===== src/rtl/frc_pkg.sv =====
// frc_pkg: constants, types and encodings for the rate config and status block
// assumes a 250 MHz sys_clk; shared by every rtl file of the block
package frc_pkg;

  localparam int unsigned CLK_MHZ        = 250;
  // handshake settle limits, microseconds as printed
  localparam int unsigned RQM_LIMIT_US   = 12;
  localparam int unsigned RQM_SLOW_US    = 24;
  localparam int unsigned BUSY_LIMIT_US  = 12;
  // cycles are rounded down from the longest allowed time
  localparam int unsigned RQM_LIMIT_CYC  = RQM_LIMIT_US * CLK_MHZ;
  localparam int unsigned RQM_SLOW_CYC   = RQM_SLOW_US * CLK_MHZ;
  localparam int unsigned BUSY_LIMIT_CYC = BUSY_LIMIT_US * CLK_MHZ;
  localparam int unsigned TIMER_W        = 16;

  // host register address decode (three address bits)
  localparam logic [2:0] ADDR_MAIN_STATUS = 3'h4;
  localparam logic [2:0] ADDR_DATA        = 3'h5;
  localparam logic [2:0] ADDR_RATE_CTRL   = 3'h7;

  // configuration field positions
  localparam int unsigned RATE_LO_POS     = 0;
  localparam int unsigned RATE_HI_POS     = 1;
  localparam int unsigned CFG_TWO_POS     = 2;
  localparam int unsigned PRECOMP4_POS    = 4;

  localparam logic [1:0] RATE_RESET       = 2'h0;
  localparam logic       CFG_TWO_RESET    = 1'b0;
  localparam logic       PRECOMP4_RESET   = 1'b0;
  localparam logic [1:0] RATE_CODE_250    = 2'h2;

  // command end codes
  localparam logic [1:0] TERM_NORMAL      = 2'h0;
  localparam logic [1:0] TERM_ABNORMAL    = 2'h1;
  localparam logic [1:0] TERM_INVALID     = 2'h2;

  localparam logic [7:0] RECAL_STEP_MAX   = 8'hFF;

  typedef enum logic [2:0] {
    RATE_500K, RATE_300K, RATE_250K, RATE_125K
  } frc_rate_e;

  typedef struct packed {
    logic        registerReadyRequest;
    logic        transferDirection;
    logic        executionPhaseFlag;
    logic        controllerBusy;
    logic [3:0]  driveSeeking;
  } frc_main_status_s;

  typedef struct packed {
    logic [1:0]  terminationCode;
    logic        seekComplete;
    logic        equipmentCheck;
    logic        driveNotReady;
    logic        headState;
    logic        unitNumberHigh;
    logic        unitNumberLow;
  } frc_end_status_s;

  // sequencer events that feed the end status byte
  typedef struct packed {
    logic        cmdEnd;
    logic [1:0]  endCode;
    logic        seekDone;
    logic        recalStep;
    logic        recalStart;
    logic        trackZero;
    logic        headState;
    logic [1:0]  unitNumber;
  } frc_seq_event_s;

  function automatic logic [TIMER_W-1:0] limitFor(input frc_rate_e r);
    // the 250K and 125K rates double the settle allowance; 300K keeps the 500K limit
    if (r == RATE_500K || r == RATE_300K) begin
      limitFor = TIMER_W'(RQM_LIMIT_CYC);
    end else begin
      limitFor = TIMER_W'(RQM_SLOW_CYC);
    end
  endfunction : limitFor

endpackage : frc_pkg


===== src/rtl/frc_rate_config_and_status.sv =====
// frc_rate_config_and_status: rate config register, main status register
// and first end-status byte of a floppy controller host interface
// assumes host strobes are synchronous to sys_clk and the sequencer
// reports phases and events as single-cycle pulses or levels
`timescale 1ns/1ns
`default_nettype none
// Overview of operation
// - rate bits pick 500/300/250/125K, reset 500K (250K in single density); the 125K cell strobe uses the 250K period
// - high-end mode: nonzero rate bits give 250K
// - high-end mode: config bit two reads one
// - high-end mode: bit four on disables precomp
// - legacy mode: bit two flop disables precomp
// - main status eight bits, readable any time
// - request and direction set within limit after byte
// - busy clears within limit after last result read
// - seek bits per drive; refuse read/write while seeking
// - busy during read/write; refuse other commands
// - execution flag only in execution, non-DMA
// - direction bit one means processor reads
// - request bit set when data register ready
// - end code 00 normal, 01 abnormal, 10 invalid
// - seek end flag set on seek completion
// - recalibrate 255 steps without track zero sets check
// - not-ready flag always reads zero
// - head state and unit number at interrupt
// - config captures low bits on write address 111
// - rate change switches clock without glitch
module frc_rate_config_and_status (
  // clock and reset
  input  wire logic                  sys_clk,
  input  wire logic                  rst,
  // host bus
  input  wire logic                  hostCs_n,
  input  wire logic                  hostRd_n,
  input  wire logic                  hostWr_n,
  input  wire logic [2:0]            hostAddr,
  input  wire logic [7:0]            hostDataIn,
  output logic [7:0]                 hostDataOut,
  output logic                       hostDataOe,
  // mode straps
  input  wire logic                  highEndMode,
  input  wire logic                  singleDensity,
  input  wire logic                  dmaMode,
  // sequencer phases
  input  wire logic                  cmdPhase,
  input  wire logic                  execPhase,
  input  wire logic                  resultPhase,
  input  wire logic                  lastResultByte,
  input  wire logic                  rwCmdActive,
  input  wire logic                  cmdIsReadWrite,
  input  wire logic                  cmdStart,
  input  wire logic [3:0]            driveSeekingIn,
  input  wire frc_pkg::frc_seq_event_s seqEvent,
  // results to the sequencer and drive logic
  output logic                       cmdRefused,
  output logic                       precompEnable,
  output logic                       fmMode,
  output frc_pkg::frc_rate_e         rateActive,
  output logic                       cellStrobe,
  output frc_pkg::frc_main_status_s  mainStatus,
  output frc_pkg::frc_end_status_s   endStatus
);
  import frc_pkg::*;

  // configuration state
  logic [1:0]       rateBits_q, rateBits_d;
  logic             cfgTwo_q, cfgTwo_d;
  logic             precompFour_q, precompFour_d;
  // handshake state
  logic             ready_q, ready_d;
  logic             dirRead_q, dirRead_d;
  logic             busy_q, busy_d;
  logic [TIMER_W-1:0] settle_q, settle_d;
  logic [TIMER_W-1:0] busyTmr_q, busyTmr_d;
  logic             busyDrop_q, busyDrop_d;
  logic             rdSeen_q, rdSeen_d;
  // end status state
  frc_end_status_s  st0_q, st0_d;
  logic [7:0]       recalCnt_q, recalCnt_d;
  logic             recalOn_q, recalOn_d;
  // read data
  logic [7:0]       rdData_q, rdData_d;
  logic             rdOe_q, rdOe_d;

  logic             cfgWrite;
  logic             dataAccess;
  logic             statusRead;
  logic             rdTrail;
  logic             configTwoView;
  frc_rate_e        rateReq;
  logic             anySeek;

  assign cfgWrite   = !hostCs_n && !hostWr_n && (hostAddr == ADDR_RATE_CTRL);
  assign dataAccess = !hostCs_n && (!hostWr_n || !hostRd_n) && (hostAddr == ADDR_DATA);
  assign statusRead = !hostCs_n && !hostRd_n && (hostAddr == ADDR_MAIN_STATUS);
  // trailing edge: read strobe seen last cycle, now released
  assign rdTrail    = rdSeen_q && hostRd_n;
  assign anySeek    = |driveSeekingIn;

  frc_rate_decode u_decode (
    .rateBits      (rateBits_q),
    .highEndMode   (highEndMode),
    .singleDensity (singleDensity),
    .fmMode        (fmMode),
    .rateSel       (rateReq)
  );

  frc_rate_switch u_switch (
    .sys_clk    (sys_clk),
    .rst        (rst),
    .rateReq    (rateReq),
    .cellStrobe (cellStrobe),
    .rateActive (rateActive)
  );

  // configuration register
  always_comb begin
    rateBits_d    = rateBits_q;
    cfgTwo_d      = cfgTwo_q;
    precompFour_d = precompFour_q;
    if (cfgWrite) begin
      rateBits_d = {hostDataIn[RATE_HI_POS], hostDataIn[RATE_LO_POS]};
      if (!highEndMode) begin
        cfgTwo_d = hostDataIn[CFG_TWO_POS];
      end
      // bit four only exists as a control in high-end mode; the rest drop
      if (highEndMode) begin
        precompFour_d = hostDataIn[PRECOMP4_POS];
      end
    end
  end

  // in high-end mode bit two has no storage and is seen as one
  assign configTwoView = highEndMode ? 1'b1 : cfgTwo_q;
  assign precompEnable = highEndMode ? !precompFour_q : !configTwoView;

  // handshake: request drops on each command or result byte and returns after a settle
  always_comb begin
    ready_d    = ready_q;
    dirRead_d  = dirRead_q;
    settle_d   = settle_q;
    busy_d     = busy_q;
    busyTmr_d  = busyTmr_q;
    busyDrop_d = busyDrop_q;
    rdSeen_d   = !hostCs_n && !hostRd_n && (hostAddr == ADDR_DATA);
    dirRead_d  = resultPhase || (execPhase && dirRead_q);
    if (dataAccess && (cmdPhase || resultPhase)) begin
      ready_d  = 1'b0;
      // the settle ends exactly on the allowed limit, never longer
      settle_d = limitFor(rateActive) - TIMER_W'(1);
    end else if (!ready_q) begin
      if (settle_q == '0) begin
        ready_d = cmdPhase || resultPhase || (execPhase && !dmaMode);
      end else begin
        settle_d = settle_q - TIMER_W'(1);
      end
    end else if (!(cmdPhase || resultPhase || (execPhase && !dmaMode))) begin
      ready_d = 1'b0;
    end
    if (rdTrail && lastResultByte) begin
      busyDrop_d = 1'b1;
      // the release is seen half a cycle late, so the count is two short
      busyTmr_d  = TIMER_W'(BUSY_LIMIT_CYC) - TIMER_W'(2);
    end else if (busyDrop_q) begin
      if (busyTmr_q == '0) begin
        busy_d     = 1'b0;
        busyDrop_d = 1'b0;
      end else begin
        busyTmr_d = busyTmr_q - TIMER_W'(1);
      end
    end
    // a read/write starting as the drop expires keeps busy set
    if (cmdStart && cmdIsReadWrite && !anySeek) begin
      busy_d = 1'b1;
    end else if (rwCmdActive) begin
      busy_d = 1'b1;
    end
  end

  // a read/write is refused while seeking, anything while busy
  assign cmdRefused = cmdStart && (busy_q || (cmdIsReadWrite && anySeek));

  always_comb begin
    mainStatus                      = '0;
    mainStatus.driveSeeking         = driveSeekingIn;
    mainStatus.controllerBusy       = busy_q;
    mainStatus.executionPhaseFlag   = execPhase && !dmaMode;
    mainStatus.transferDirection    = dirRead_q;
    mainStatus.registerReadyRequest = ready_q;
  end

  // first end-status byte
  always_comb begin
    st0_d      = st0_q;
    recalCnt_d = recalCnt_q;
    recalOn_d  = recalOn_q;
    if (seqEvent.recalStart) begin
      recalOn_d  = 1'b1;
      recalCnt_d = '0;
      st0_d.equipmentCheck = 1'b0;
    end else if (recalOn_q && seqEvent.trackZero) begin
      recalOn_d = 1'b0;
    end else if (recalOn_q && seqEvent.recalStep) begin
      if (recalCnt_q == RECAL_STEP_MAX - 8'h01) begin
        st0_d.equipmentCheck = 1'b1;
        recalOn_d            = 1'b0;
      end
      recalCnt_d = recalCnt_q + 8'h01;
    end
    if (cmdStart) begin
      st0_d.seekComplete = 1'b0;
    end
    if (seqEvent.cmdEnd) begin
      st0_d.terminationCode = seqEvent.endCode;
      st0_d.headState       = seqEvent.headState;
      st0_d.unitNumberHigh  = seqEvent.unitNumber[1];
      st0_d.unitNumberLow   = seqEvent.unitNumber[0];
    end
    if (cmdRefused) begin
      st0_d.terminationCode = TERM_INVALID;
    end
    // set after the clear so a completing seek is not lost
    if (seqEvent.seekDone) begin
      st0_d.seekComplete = 1'b1;
    end
    st0_d.driveNotReady = 1'b0;
  end

  always_comb begin
    rdData_d = rdData_q;
    rdOe_d   = statusRead;
    if (statusRead) begin
      rdData_d = mainStatus;
    end
  end

  always_ff @(posedge sys_clk or posedge rst) begin
    if (rst) begin
      rateBits_q    <= RATE_RESET;
      cfgTwo_q      <= CFG_TWO_RESET;
      precompFour_q <= PRECOMP4_RESET;
      ready_q       <= 1'b1;
      dirRead_q     <= 1'b0;
      busy_q        <= 1'b0;
      settle_q      <= '0;
      busyTmr_q     <= '0;
      busyDrop_q    <= 1'b0;
      rdSeen_q      <= 1'b0;
      st0_q         <= '0;
      recalCnt_q    <= '0;
      recalOn_q     <= 1'b0;
      rdData_q      <= '0;
      rdOe_q        <= 1'b0;
    end else begin
      rateBits_q    <= rateBits_d;
      cfgTwo_q      <= cfgTwo_d;
      precompFour_q <= precompFour_d;
      ready_q       <= ready_d;
      dirRead_q     <= dirRead_d;
      busy_q        <= busy_d;
      settle_q      <= settle_d;
      busyTmr_q     <= busyTmr_d;
      busyDrop_q    <= busyDrop_d;
      rdSeen_q      <= rdSeen_d;
      st0_q         <= st0_d;
      recalCnt_q    <= recalCnt_d;
      recalOn_q     <= recalOn_d;
      rdData_q      <= rdData_d;
      rdOe_q        <= rdOe_d;
    end
  end

  assign hostDataOut = rdData_q;
  assign hostDataOe  = rdOe_q;
  assign endStatus   = st0_q;

endmodule : frc_rate_config_and_status
`default_nettype wire


===== src/rtl/frc_rate_decode.sv =====
// frc_rate_decode: maps the stored rate bits and mode straps to a rate
// assumes static mode inputs; purely combinational
`timescale 1ns/1ns
`default_nettype none
module frc_rate_decode (
  // configuration
  input  wire logic [1:0]         rateBits,
  input  wire logic               highEndMode,
  input  wire logic               singleDensity,
  // result
  output logic                    fmMode,
  output frc_pkg::frc_rate_e      rateSel
);
  import frc_pkg::*;

  always_comb begin
    fmMode  = singleDensity;
    rateSel = RATE_500K;
    if (highEndMode) begin
      // high-end systems only know 500K and 250K
      rateSel = (rateBits == RATE_RESET) ? RATE_500K : RATE_250K;
    end else if (singleDensity) begin
      case (rateBits)
        2'h0:    rateSel = RATE_250K;
        default: rateSel = RATE_125K;
      endcase
    end else begin
      case (rateBits)
        2'h0:    rateSel = RATE_500K;
        2'h1:    rateSel = RATE_300K;
        2'h2:    rateSel = RATE_250K;
        default: rateSel = RATE_125K;
      endcase
    end
  end

endmodule : frc_rate_decode
`default_nettype wire


===== src/rtl/frc_rate_switch.sv =====
// frc_rate_switch: glitch-free change of rate by applying a new rate only
// at the boundary of the bit-cell strobe; assumes one clock domain
`timescale 1ns/1ns
`default_nettype none
module frc_rate_switch (
  // clock and reset
  input  wire logic               sys_clk,
  input  wire logic               rst,
  // requested rate
  input  wire frc_pkg::frc_rate_e rateReq,
  // generated bit-cell strobe and active rate
  output logic                    cellStrobe,
  output frc_pkg::frc_rate_e      rateActive
);
  import frc_pkg::*;

  logic [9:0]  divCnt_q, divCnt_d;
  frc_rate_e   rate_q, rate_d;
  logic        strobe_q, strobe_d;
  logic [9:0]  divMax;

  function automatic logic [9:0] divFor(input frc_rate_e r);
    case (r)
      RATE_500K: divFor = 10'h1F3;
      RATE_300K: divFor = 10'h340;
      RATE_250K: divFor = 10'h3E7;
      default:   divFor = 10'h3E7;
    endcase
  endfunction : divFor

  assign divMax = divFor(rate_q);

  always_comb begin
    divCnt_d = divCnt_q + 10'h001;
    rate_d   = rate_q;
    strobe_d = 1'b0;
    if (divCnt_q >= divMax) begin
      divCnt_d = 10'h000;
      strobe_d = 1'b1;
      // the new rate takes over only at a whole period, so no short cell
      rate_d   = rateReq;
    end
  end

  always_ff @(posedge sys_clk or posedge rst) begin
    if (rst) begin
      divCnt_q <= 10'h000;
      rate_q   <= RATE_500K;
      strobe_q <= 1'b0;
    end else begin
      divCnt_q <= divCnt_d;
      rate_q   <= rate_d;
      strobe_q <= strobe_d;
    end
  end

  assign cellStrobe = strobe_q;
  assign rateActive = rate_q;

endmodule : frc_rate_switch
`default_nettype wire


===== config.mk =====
export PLATFORM = sky130hd
export DESIGN_NAME = frc_rate_config_and_status
export DESIGN_NICKNAME = d
export VERILOG_FILES = /design/src/rtl/frc_pkg.sv /design/src/rtl/frc_rate_config_and_status.sv /design/src/rtl/frc_rate_decode.sv /design/src/rtl/frc_rate_switch.sv
export SDC_FILE = /design/constraint.sdc
export NUM_CORES = 1
export LEC_CHECK = 0
export CORE_UTILIZATION = 50
export CTS_BUF_LIST = sky130_fd_sc_hd__clkbuf_4 sky130_fd_sc_hd__clkbuf_8
export DETAILED_ROUTE_END_ITERATION = 7
export DONT_BUFFER_PORTS = 1
export PLACE_DENSITY = 0.75
export RECOVER_POWER = 100
export SETUP_SLACK_MARGIN = 0.4
export SLEW_MARGIN = 40
export SYNTH_ARGS = -nofsm -noshare
export SYNTH_HDL_FRONTEND = slang
export SYNTH_SLANG_ARGS = --single-unit

===== constraint.sdc =====
create_clock -name sys_clk -period 3.3 [get_ports sys_clk]
set_input_delay 0.33 -clock sys_clk [delete_from_list [all_inputs] [get_ports sys_clk]]
set_output_delay 0.33 -clock sys_clk [all_outputs]
set_load 0.005 [all_outputs]

==> impl_metrics.ini, run 1 <==
[clock_tree]
cts_tree = yes
cts_resized = 0
path_clk_slew_ns = 0.08
htreeDepth = 3
clock_latency_ns = 0.36
cts_made_buffers = 9
root_buffer = clkbuf_8
clockBufferDepth = 2
cts_sinks = 79

[synthesis]
synth_seq_area_share_pct = 49.3
synth_cell_type_count = 55
synth_common_cells = 78 x dfrtp_1, 44 x nor2_1, 32 x nand2_1
synthCells = 393
yosys.area.top_type = dfrtp_1
synth-main-ff-cell = dfrtp_1
synthArstFlopShare_pct = 100
synthMostInstantiatedCell = dfrtp_1
synth_area_per_cell_um2 = 10.2
ys_warn_count = 0
synth_enable_flop_cells = 0
yosys_register_bits = 79
ys_top_cells_by_area = dfrtp_1 49%, xnor2_1 5.5%, nor2_1 4.1%, mux2_2 3.9%, ha_1 3.7%
synth_area_mm2 = 0.00401
yosysTopAreaCellShare_pct = 48.7

[cells_and_area]
area_growth_pct = 6.71
nets = 443
design_area_mm2 = 0.00428
fin_cells = 498
drive_gt1_share_pct = 10.1
diodes = 0

[sta]
slew_headroom_pct = -44.8
rsz0062_at_grt = no
setup_viol = 0
hold_viol_final = 0
worst_pin_slew_ns = 2.17
final.min_clock_period_ns = 2.48
maxSlewViolCount = 60
fmax_mhz = 403
setup_tns_ns = 0
clock_skew_ns = 0.00820
period_share_pct = 75.1

[hold_path]
hold_depth = 1
hp-class = input port to flip-flop

[global_routing]
grt_pass1_wl_um = 13600
grt-ovfl-total = 0
grt_usage_pct = 21.1
antenna_found_initial = 0
grt_max_degree = 60
grt_pass1_vias = 2794

[worst_setup_path]
crit_path_max_fanout = 11
critPathCaptureType = flip-flop
worstRegToRegCells = 9
arrival_ns = 2.76
crit_path_end = u_switch.divCnt_q[4]
rrSetupSlack_ns = 0.82
path_class = flip-flop to flip-flop
cp.required_ns = 3.58
rr_startpoint = u_switch.rateActive[1]
r2r-end = u_switch.divCnt_q[4]
cp-start-kind = flip-flop
crit_path_start = u_switch.rateActive[1]

[route]
route.vias.total = 2813
drt_iter0_markers = 111
drc_errors = 0
drt-total-wl_um = 7980
wl_per_cell_um = 16.0
first_pass_iters = 4
detail-route-antenna-nets = 0
vias_per_cell = 5.65

[place]
place_congestion = 0.869
hpwlAfterDp_um = 5660
dpl.cell_count = 481
port-buffer-count = 0
place_area_mm2 = 0.00407

[die]
dieArea_mm2 = 0.00839
die_h_um = 91.6
top_level_ports = 72
coreArea_mm2 = 0.00773
num_rows = 32
start_util_pct = 51.9
die_width_um = 91.6

[pwr]
leakagePower_uw = 0.00180
power_density_mw_per_mm2 = 584
ir_drop_v = 0.000334

[outcome]
status = finished, violations left
violations = max-capacitance violations, max-slew violations

[flow_run]
cap_viol_max_count = 1
==> stage by stage <==
step | hold WS (ns) | total power [uW] | setup slack (ns) | utilization, %
3_3_place_gp | 0.395 | 1670 | 0.996 | 52.6
4_1_cts | 0.00776 | 2530 | 0.952 | 55.7
6_report | 0.0280 | 2500 | 0.821 | 55.4
2_1_floorplan | 0.400 | 1610 | 0.948 | -
5_1_grt | 0.00565 | 2640 | 0.390 | 55.4
3_5_place_dp | 0.278 | 1690 | 0.903 | 52.6
==> cell type report <==
cell class | count | area (um2)
sequential | 79 | 1980
clock inverter | 3 | 65.1
multi-input combinational | 281 | 1850
fill | 653 | 3450
inverter | 16 | 60.1
clock buffer | 13 | 166
tap | 102 | 128
timing repair buffer | 4 | 28.8
==> worst max-delay path: stages (launching register included) <==
cell and delay (ns):
dfrtp_1 0.47, inv_1 0.16, nand2_1 0.11, ha_1 0.28, nand2b_1 0.14, a2111oi_0 0.45
o21a_1 0.19, o21ai_0 0.15, clkbuf_1 0.28, nor2_1 0.16
==> cell families after synthesis <==
logic type	Yosys count	synth area share, %
adders and majority gates	12	3.74
buffers and inverters	34	4.12
xor gates and xnor gates	35	7.64
muxes	18	4.93
and+or+nand+nor	150	19.5
DFF	79	49.3
AOI/OAI and AO/OA	64	10.7
other	1	0.0935
==> cell usage in the layout, fill, tap and decap left out, types with 3 or more instances in the layout <==
master / instances
a2111oi_0: 5
nor2_1: 44
dfrtp_1: 78
o31ai_1: 3
mux2i_1: 4
xor2_1: 10
ha_1: 12
mux2_2: 14
a211oi_1: 4
and3_1: 5
nor2b_1: 5
nand4_1: 5
nor3_1: 7
o21a_1: 3
o21ai_0: 8
inv_1: 16
a21oi_1: 23
or4_1: 4
a21o_1: 4
nor4_1: 7
or2_2: 3
a31oi_1: 3
nand2b_1: 5
nand2_1: 32
or3_1: 6
clkbuf_8: 11
nand3_1: 11
xnor2_1: 25
==> power by group <==
part	internal, uW	switching (uW)
combinational	200	200
sequential	1120	152
clock	483	338
total	1810	690
==> worst min path at each step <==
stage                     start              endpoint  slack [ns]
floorplan              hostCs_n              rdSeen_q        0.40
global placement    seqEvent[4]         recalCnt_q[5]        0.39
detailed placement          rst  u_switch.divCnt_q[6]        0.28
CTS                 seqEvent[4]         recalCnt_q[7]       0.008
global route        seqEvent[4]         recalCnt_q[5]       0.006
finish              seqEvent[4]         recalCnt_q[5]        0.03
==> what timing repair did <==
action,CTS,global route
hold endpoints to repair,57,0
hold buffers,1,0
buffers inserted,0,0
==> registers in the layout, summed over array words and instances (netlist names) <==
name	flops
busyDrop_q	1
recalOn_q	1
endStatus	7
hostDataOe	1
recalCnt_q	8
cfgTwo_q	1
ready_q	1
dirRead_q	1
u_switch.cellStrobe	1
hostDataOut	8
rdSeen_q	1
u_switch.rateActive	2
rateBits_q	2
u_switch.divCnt_q	10
settle_q	16
busy_q	1
busyTmr_q	16
precompFour_q	1
==> per-layer routing <==
metal	up-vias	wire (um)	global-route usage [%]
met4	0	200	8.99
met1	1370	3590	27.4
met5	-	0	0
met3	17	420	6.87
met2	62	3770	32.3
li1	1364	-	-
Power figures use the tool's default switching activity.
==> run 2, diff against run 1 <==
- ABC_AREA: unset -> 1
- clock period: 3.3 -> 2.4 ns (I/O delays scaled with it)
==> run 2 against run 1 <==
Compared with the run above: the flow now finishes without violations; setup slack got worse by 0.36 ns; clock power increased by 14%; core utilization increased by 0.78 points; clock-buffer cell count decreased by 4; critical path depth unchanged; largest power group unchanged; cell area increased by 8.9%; critical path type unchanged; register-to-register slack got worse by 0.36 ns.
==> impl_metrics.ini, run 2 <==
[outcome]
status = finished clean

[worst_setup_path]
r2r-end = settle_q[14]
arrival_ns = 2.20
critPathCaptureType = flip-flop
rr_startpoint = u_switch.rateActive[1]
cp-start-kind = flip-flop
rrSetupSlack_ns = 0.46
crit_path_end = settle_q[14]
path_class = flip-flop to flip-flop
crit_path_start = u_switch.rateActive[1]
crit_path_max_fanout = 9
worstRegToRegCells = 9
cp.required_ns = 2.66

[die]
coreArea_mm2 = 0.00830
die_h_um = 95.3
dieArea_mm2 = 0.00908
die_width_um = 95.3
start_util_pct = 52.4
num_rows = 33
top_level_ports = 72

[global_routing]
grt_usage_pct = 22.1
antenna_found_initial = 0
grt_pass1_vias = 3564
grt-ovfl-total = 0
grt_max_degree = 80
grt_pass1_wl_um = 15600

[place]
hpwlAfterDp_um = 6510
place_congestion = 0.926
place_area_mm2 = 0.00439
port-buffer-count = 0
dpl_worst_slack_ns = 0.330

[synthesis]
synth-main-ff-cell = dfrtp_1
synthMuxAreaShare_pct = 1.04
synth_enable_flop_cells = 0
synth_top_family_by_area = simple AND/OR/NAND/NOR gates
synth_common_cells = 118 x nand2_1, 78 x dfrtp_1, 70 x inv_1
synthMostInstantiatedCell = nand2_1
synth-adder-area-share_pct = 3.45
yosys_register_bits = 79
ys_warn_count = 0
yosys.area.top_type = dfrtp_1
ys_top_cells_by_area = dfrtp_1 45%, nand2_1 10%, inv_1 6.0%, nor2_1 5.0%, nand3_1 4.3%
synth_area_per_cell_um2 = 8.02
synthCells = 542
synth_seq_area_share_pct = 45.5
synthSimpleGateAreaFrac_pct = 29.0
synth_area_mm2 = 0.00435
synthArstFlopShare_pct = 100
synth_compound_area_share_pct = 9.09
yosysTopAreaCellShare_pct = 44.9
synth_cell_type_count = 43
synth_xor_area_share_pct = 2.22

[clock_tree]
path_clk_slew_ns = 0.09
root_buffer = clkbuf_8
clockBufferDepth = 2
cts_tree = yes
cts_made_buffers = 9
cts_sinks = 79
clock_latency_ns = 0.36
htreeDepth = 3

[route]
vias_per_cell = 5.35
detail-route-antenna-nets = 0
drt_iter0_markers = 86
route.vias.total = 3544
first_pass_iters = 7
drc_errors = 0
drt-total-wl_um = 9000
wl_per_cell_um = 13.6

[sta]
worst_slack_ns = 0.457
slew_headroom_pct = 29.5
rsz0062_at_grt = no
worst_pin_slew_ns = 1.06
setup_tns_ns = 0
clock_skew_ns = 0.00860
final.min_clock_period_ns = 1.94
period_share_pct = 81.0
setup_viol = 0
maxSlewViolCount = 0
fmax_mhz = 515
hold_viol_final = 0

[cells_and_area]
area_growth_pct = 7.19
mostFrequentLayoutCells = 120 x nand2_1, 78 x dfrtp_1, 68 x inv_1, 59 x nor2_1, 37 x nand3_1
layout_commonest_cell = nand2_1
post-route-util_pct = 56.2
drive_gt1_share_pct = 9.50
reg_top3 = busyTmr_q x16, settle_q x16, u_switch.divCnt_q x10
diodes = 0
design_area_mm2 = 0.00466
nets = 605

[hold_path]
hp-class = input port to flip-flop

[pwr]
ir_drop_v = 0.000276
power_density_mw_per_mm2 = 697
leakagePower_uw = 0.00222
p_total_uw = 3250

[flow_run]
cap_viol_max_count = 0
## run 2: changes by cell type after synthesis, moves of 7 or more
cell / delta
nand2_1: +86
inv_1: +54
nand3_1: +26
xnor2_1: -23
o21ai_0: +21
nor2_1: +14
mux2_2: -11
nand2_2: +8
nor3_1: +7
## run 2: worst min-delay path by stage
| stage | from | end | slack (ns) | cells past startpoint |
|---|---|---|---|---|
| floorplan | seqEvent[4] | endStatus[4] | 0.30 | 1 |
| global placement | rst | busyTmr_q[1] | 0.26 | 2 |
| detailed placement | rst | busyTmr_q[1] | 0.27 | 2 |
| CTS | hostDataIn[2] | cfgTwo_q | 0.001 | 1 |
| global route | seqEvent[1] | endStatus[1] | 0.02 | 1 |
| finish | seqEvent[9] | endStatus[7] | 0.008 | 2 |
## run 2: area by class of cell
class | instances | area, um2
clock buffers | 9 | 124
multi-input cells | 372 | 1940
well taps | 105 | 131
fillers | 778 | 3640
clock inverters | 7 | 55.1
inverters | 74 | 282
flip-flops and latches | 79 | 1980
repair buffers | 17 | 153
## run 2: power breakdown
| part | switching, uW | internal (uW) | leakage (uW) | total [uW] |
|---|---|---|---|---|
| clock network | 547 | 388 | 0.0000870 | 935 |
| registers | 158 | 1520 | 0.000951 | 1680 |
| logic | 387 | 243 | 0.00119 | 630 |
## run 2: per-stage QoR
stage,cells,hold WS (ns)
floorplan,543,0.303
global placement,634,0.264
detailed placement,634,0.269
CTS,660,0.000984
global route,663,0.0162
finish,663,0.00788
## run 2: logic make-up after synthesis
family / Yosys count
mux: 4
buf+inv: 92
simple gates: 271
compound gates: 72
other cells: 1
xor+xnor: 11
flops: 79
fa+ha+maj: 12
## run 2: repair_timing
action	4_1_cts	5_1_grt
hold buffers	10	0
setup endpoints to repair	6	19
pin swaps	0	2
setup buffers	0	3
gates cloned	0	0
endpoints found under the hold margin	88	0
gates resized for setup	1	14
## run 2: routing by layer
| metal | global-route usage [%] | up-vias | routed length [um] |
|---|---|---|---|
| li1 | - | 1764 | - |
| met1 | 25.8 | 1674 | 3820 |
| met2 | 39.1 | 89 | 4580 |
| met3 | 3.67 | 17 | 425 |
| met4 | 10.7 | 0 | 171 |
| met5 | 0 | - | 0 |
## run 2: critical path, cell delays in order (launching register included)
cell      delay, ns
dfrtp_1        0.47
inv_1          0.18
nand3_1        0.21
nand2_1        0.11
nor2_1         0.50
nand3_2        0.15
clkinv_1       0.09
nand2_1        0.05
nand2_1        0.05
nand2_1        0.04
==> run 3, diff against run 2 <==
- clock period: 2.4 -> 1.8 ns (I/O delays scaled with it)
==> run 3 against run 2 <==
Compared with the run above: the flow now finishes with violations (negative setup slack); largest power group unchanged; global-route usage is 6.2 points higher; highest routed layer unchanged; die area stayed put; clock-buffer cell count stayed put; via count is 23% higher.
==> impl_metrics.ini, run 3 (synthesis gave the netlist of run 2 again) <==
[cells_and_area]
mostFrequentLayoutCells = 90 x nand2_1, 73 x dfrtp_1, 59 x inv_1, 44 x buf_4, 32 x nor2_1
diodes = 0
design_area_mm2 = 0.00621
seqCellArea_mm2 = 0.00198
nFillCells = 499
reg_top3 = busyTmr_q x16, settle_q x16, u_switch.divCnt_q x10
drive_gt1_share_pct = 37.5
multi_input_area_mm2 = 0.00268
post-route-util_pct = 74.9
layout_commonest_cell = nand2_1
area_growth_pct = 42.8
nets = 682

[flow_run]
cap_viol_max_count = 0

[clock_tree]
cts_made_buffers = 9
cts_sinks = 79
clockBufferDepth = 2
cts_tree = yes
path_clk_slew_ns = 0.09
htreeDepth = 3
root_buffer = clkbuf_8
clock_latency_ns = 0.37

[pwr]
power_density_mw_per_mm2 = 948
p_total_uw = 5890
ir_drop_v = 0.000488
leakagePower_uw = 0.00285

[die]
die_width_um = 95.3
dieArea_mm2 = 0.00908
start_util_pct = 52.4
coreArea_mm2 = 0.00830
die_h_um = 95.3
top_level_ports = 72
num_rows = 33

[sta]
fmax_mhz = 531
worst_pin_slew_ns = 1.32
whs_ns = 0.00557
maxSlewViolCount = 0
rsz0062_at_grt = yes
clock_skew_ns = 0.0150
worst_slack_ns = -0.0836
setup_viol = 12
hold_viol_final = 0
period_share_pct = 105
slew_headroom_pct = 12.1
final.min_clock_period_ns = 1.88

[worst_setup_path]
r2r-end = u_switch.divCnt_q[3]
rr_startpoint = u_switch.rateActive[0]
worstRegToRegCells = 10
crit_path_max_fanout = 9
cp-start-kind = flip-flop
path_class = flip-flop to flip-flop
rrSetupSlack_ns = -0.08
cp.required_ns = 2.08
max_stage_delay_ns = 0.41
arrival_ns = 2.16
crit_chain = buf_4 -> nor2_4 -> inv_1 -> ha_1 -> nand2_2 -> o21ai_1 -> a21oi_1 -> nand3b_1 -> buf_6 -> nor3b_2
critPathCaptureType = flip-flop
cp_slowest_cell = dfrtp_1

[place]
place_congestion = 0.936
hpwlAfterDp_um = 6910
port-buffer-count = 0
place_area_mm2 = 0.00461

[hold_path]
hold_depth = 2
hp-start = driveSeekingIn[2]
hp-class = input port to flip-flop
hold_end = hostDataOut[2]

[global_routing]
grt_pass1_vias = 4282
grt_pass1_wl_um = 19500
antenna_found_initial = 0
grt_usage_pct = 28.3
grt-ovfl-total = 0
grt_max_degree = 55

[outcome]
status = finished, violations left
violations = negative setup slack

[route]
wl_per_cell_um = 18.6
detail-route-antenna-nets = 0
drc_errors = 0
vias_per_cell = 5.91
first_pass_iters = 5
drt_iter0_markers = 261
drt-total-wl_um = 13800
route.vias.total = 4371
==> run 3: cell types whose count changed in the layout (fill, tap and decap cells not counted), moves of 10 or more <==
cell           before  now
nand2_1           120   90
buf_6               1   19
o21ai_0            32   18
nor2_2              5   15
nand3_1            37   23
nand2_2             4   17
nor2_1             59   32
dlygate4sd3_1      10   22
nor2_4              2   19
buf_4               4   44
nand3_2             3   15
nand2_4             4   16
==> run 3: per-layer routing <==
layer  share of wire (%)  track usage (%)
met1                  35             31.1
met4                 6.1             15.5
met3                 7.3             6.46
met2                  52             50.2
met5                   0                0
==> run 3: how the worst max path moves through the flow <==
stage	startpoint	to	slack, ns	cells past startpoint
finish	u_switch.rateActive[0]	u_switch.divCnt_q[3]	-0.08	10
global route	u_switch.rateActive[0]	u_switch.divCnt_q[3]	-0.24	10
CTS	u_switch.rateActive[1]	u_switch.divCnt_q[3]	0.03	9
detailed placement	u_switch.rateActive[0]	u_switch.divCnt_q[3]	-0.04	9
global placement	u_switch.rateActive[0]	u_switch.divCnt_q[3]	0.05	9
floorplan	u_switch.rateActive[0]	u_switch.divCnt_q[4]	0.11	9
==> run 3: area by class of cell <==
| cell class | count | share of cell area [%] |
|---|---|---|
| clock buffers | 9 | 1.99 |
| clock inverters | 7 | 1.93 |
| inverters | 74 | 5.08 |
| multi-input cells | 374 | 43.2 |
| flip-flops and latches | 79 | 31.9 |
| well taps | 105 | 2.11 |
| repair buffers | 92 | 13.8 |
==> run 3: repair_timing <==
action	CTS	global route
hold buffers	24	1
buffers inserted	29	18
endpoints found under the setup margin	49	50
resized for setup	107	87
cloned	2	0
hold endpoints to repair	97	1
pin swaps	36	46
==> run 3: stage by stage <==
step                setup slack [ns]  TNS (ns)  instances
finish                       -0.0836    -0.680        740
global route                  -0.237     -2.99        740
global placement              0.0533         0        650
CTS                           0.0340         0        721
detailed placement           -0.0402   -0.0440        650
floorplan                      0.112         0        543
==> run 3: worst max-delay path: cells and delay by family (launching register included) <==
family,cells,cell delay (ns)
adders and majority gates,1,0.29
AOI/OAI and AO/OA,2,0.21
and+or+nand+nor,4,0.50
DFF,1,0.41
buffers and inverters,3,0.39
==> run 3: where the power goes <==
group | switching (uW) | internal [uW]
clock | 746 | 926
combinational | 1060 | 854
sequential | 268 | 2040
total | 2070 | 3820
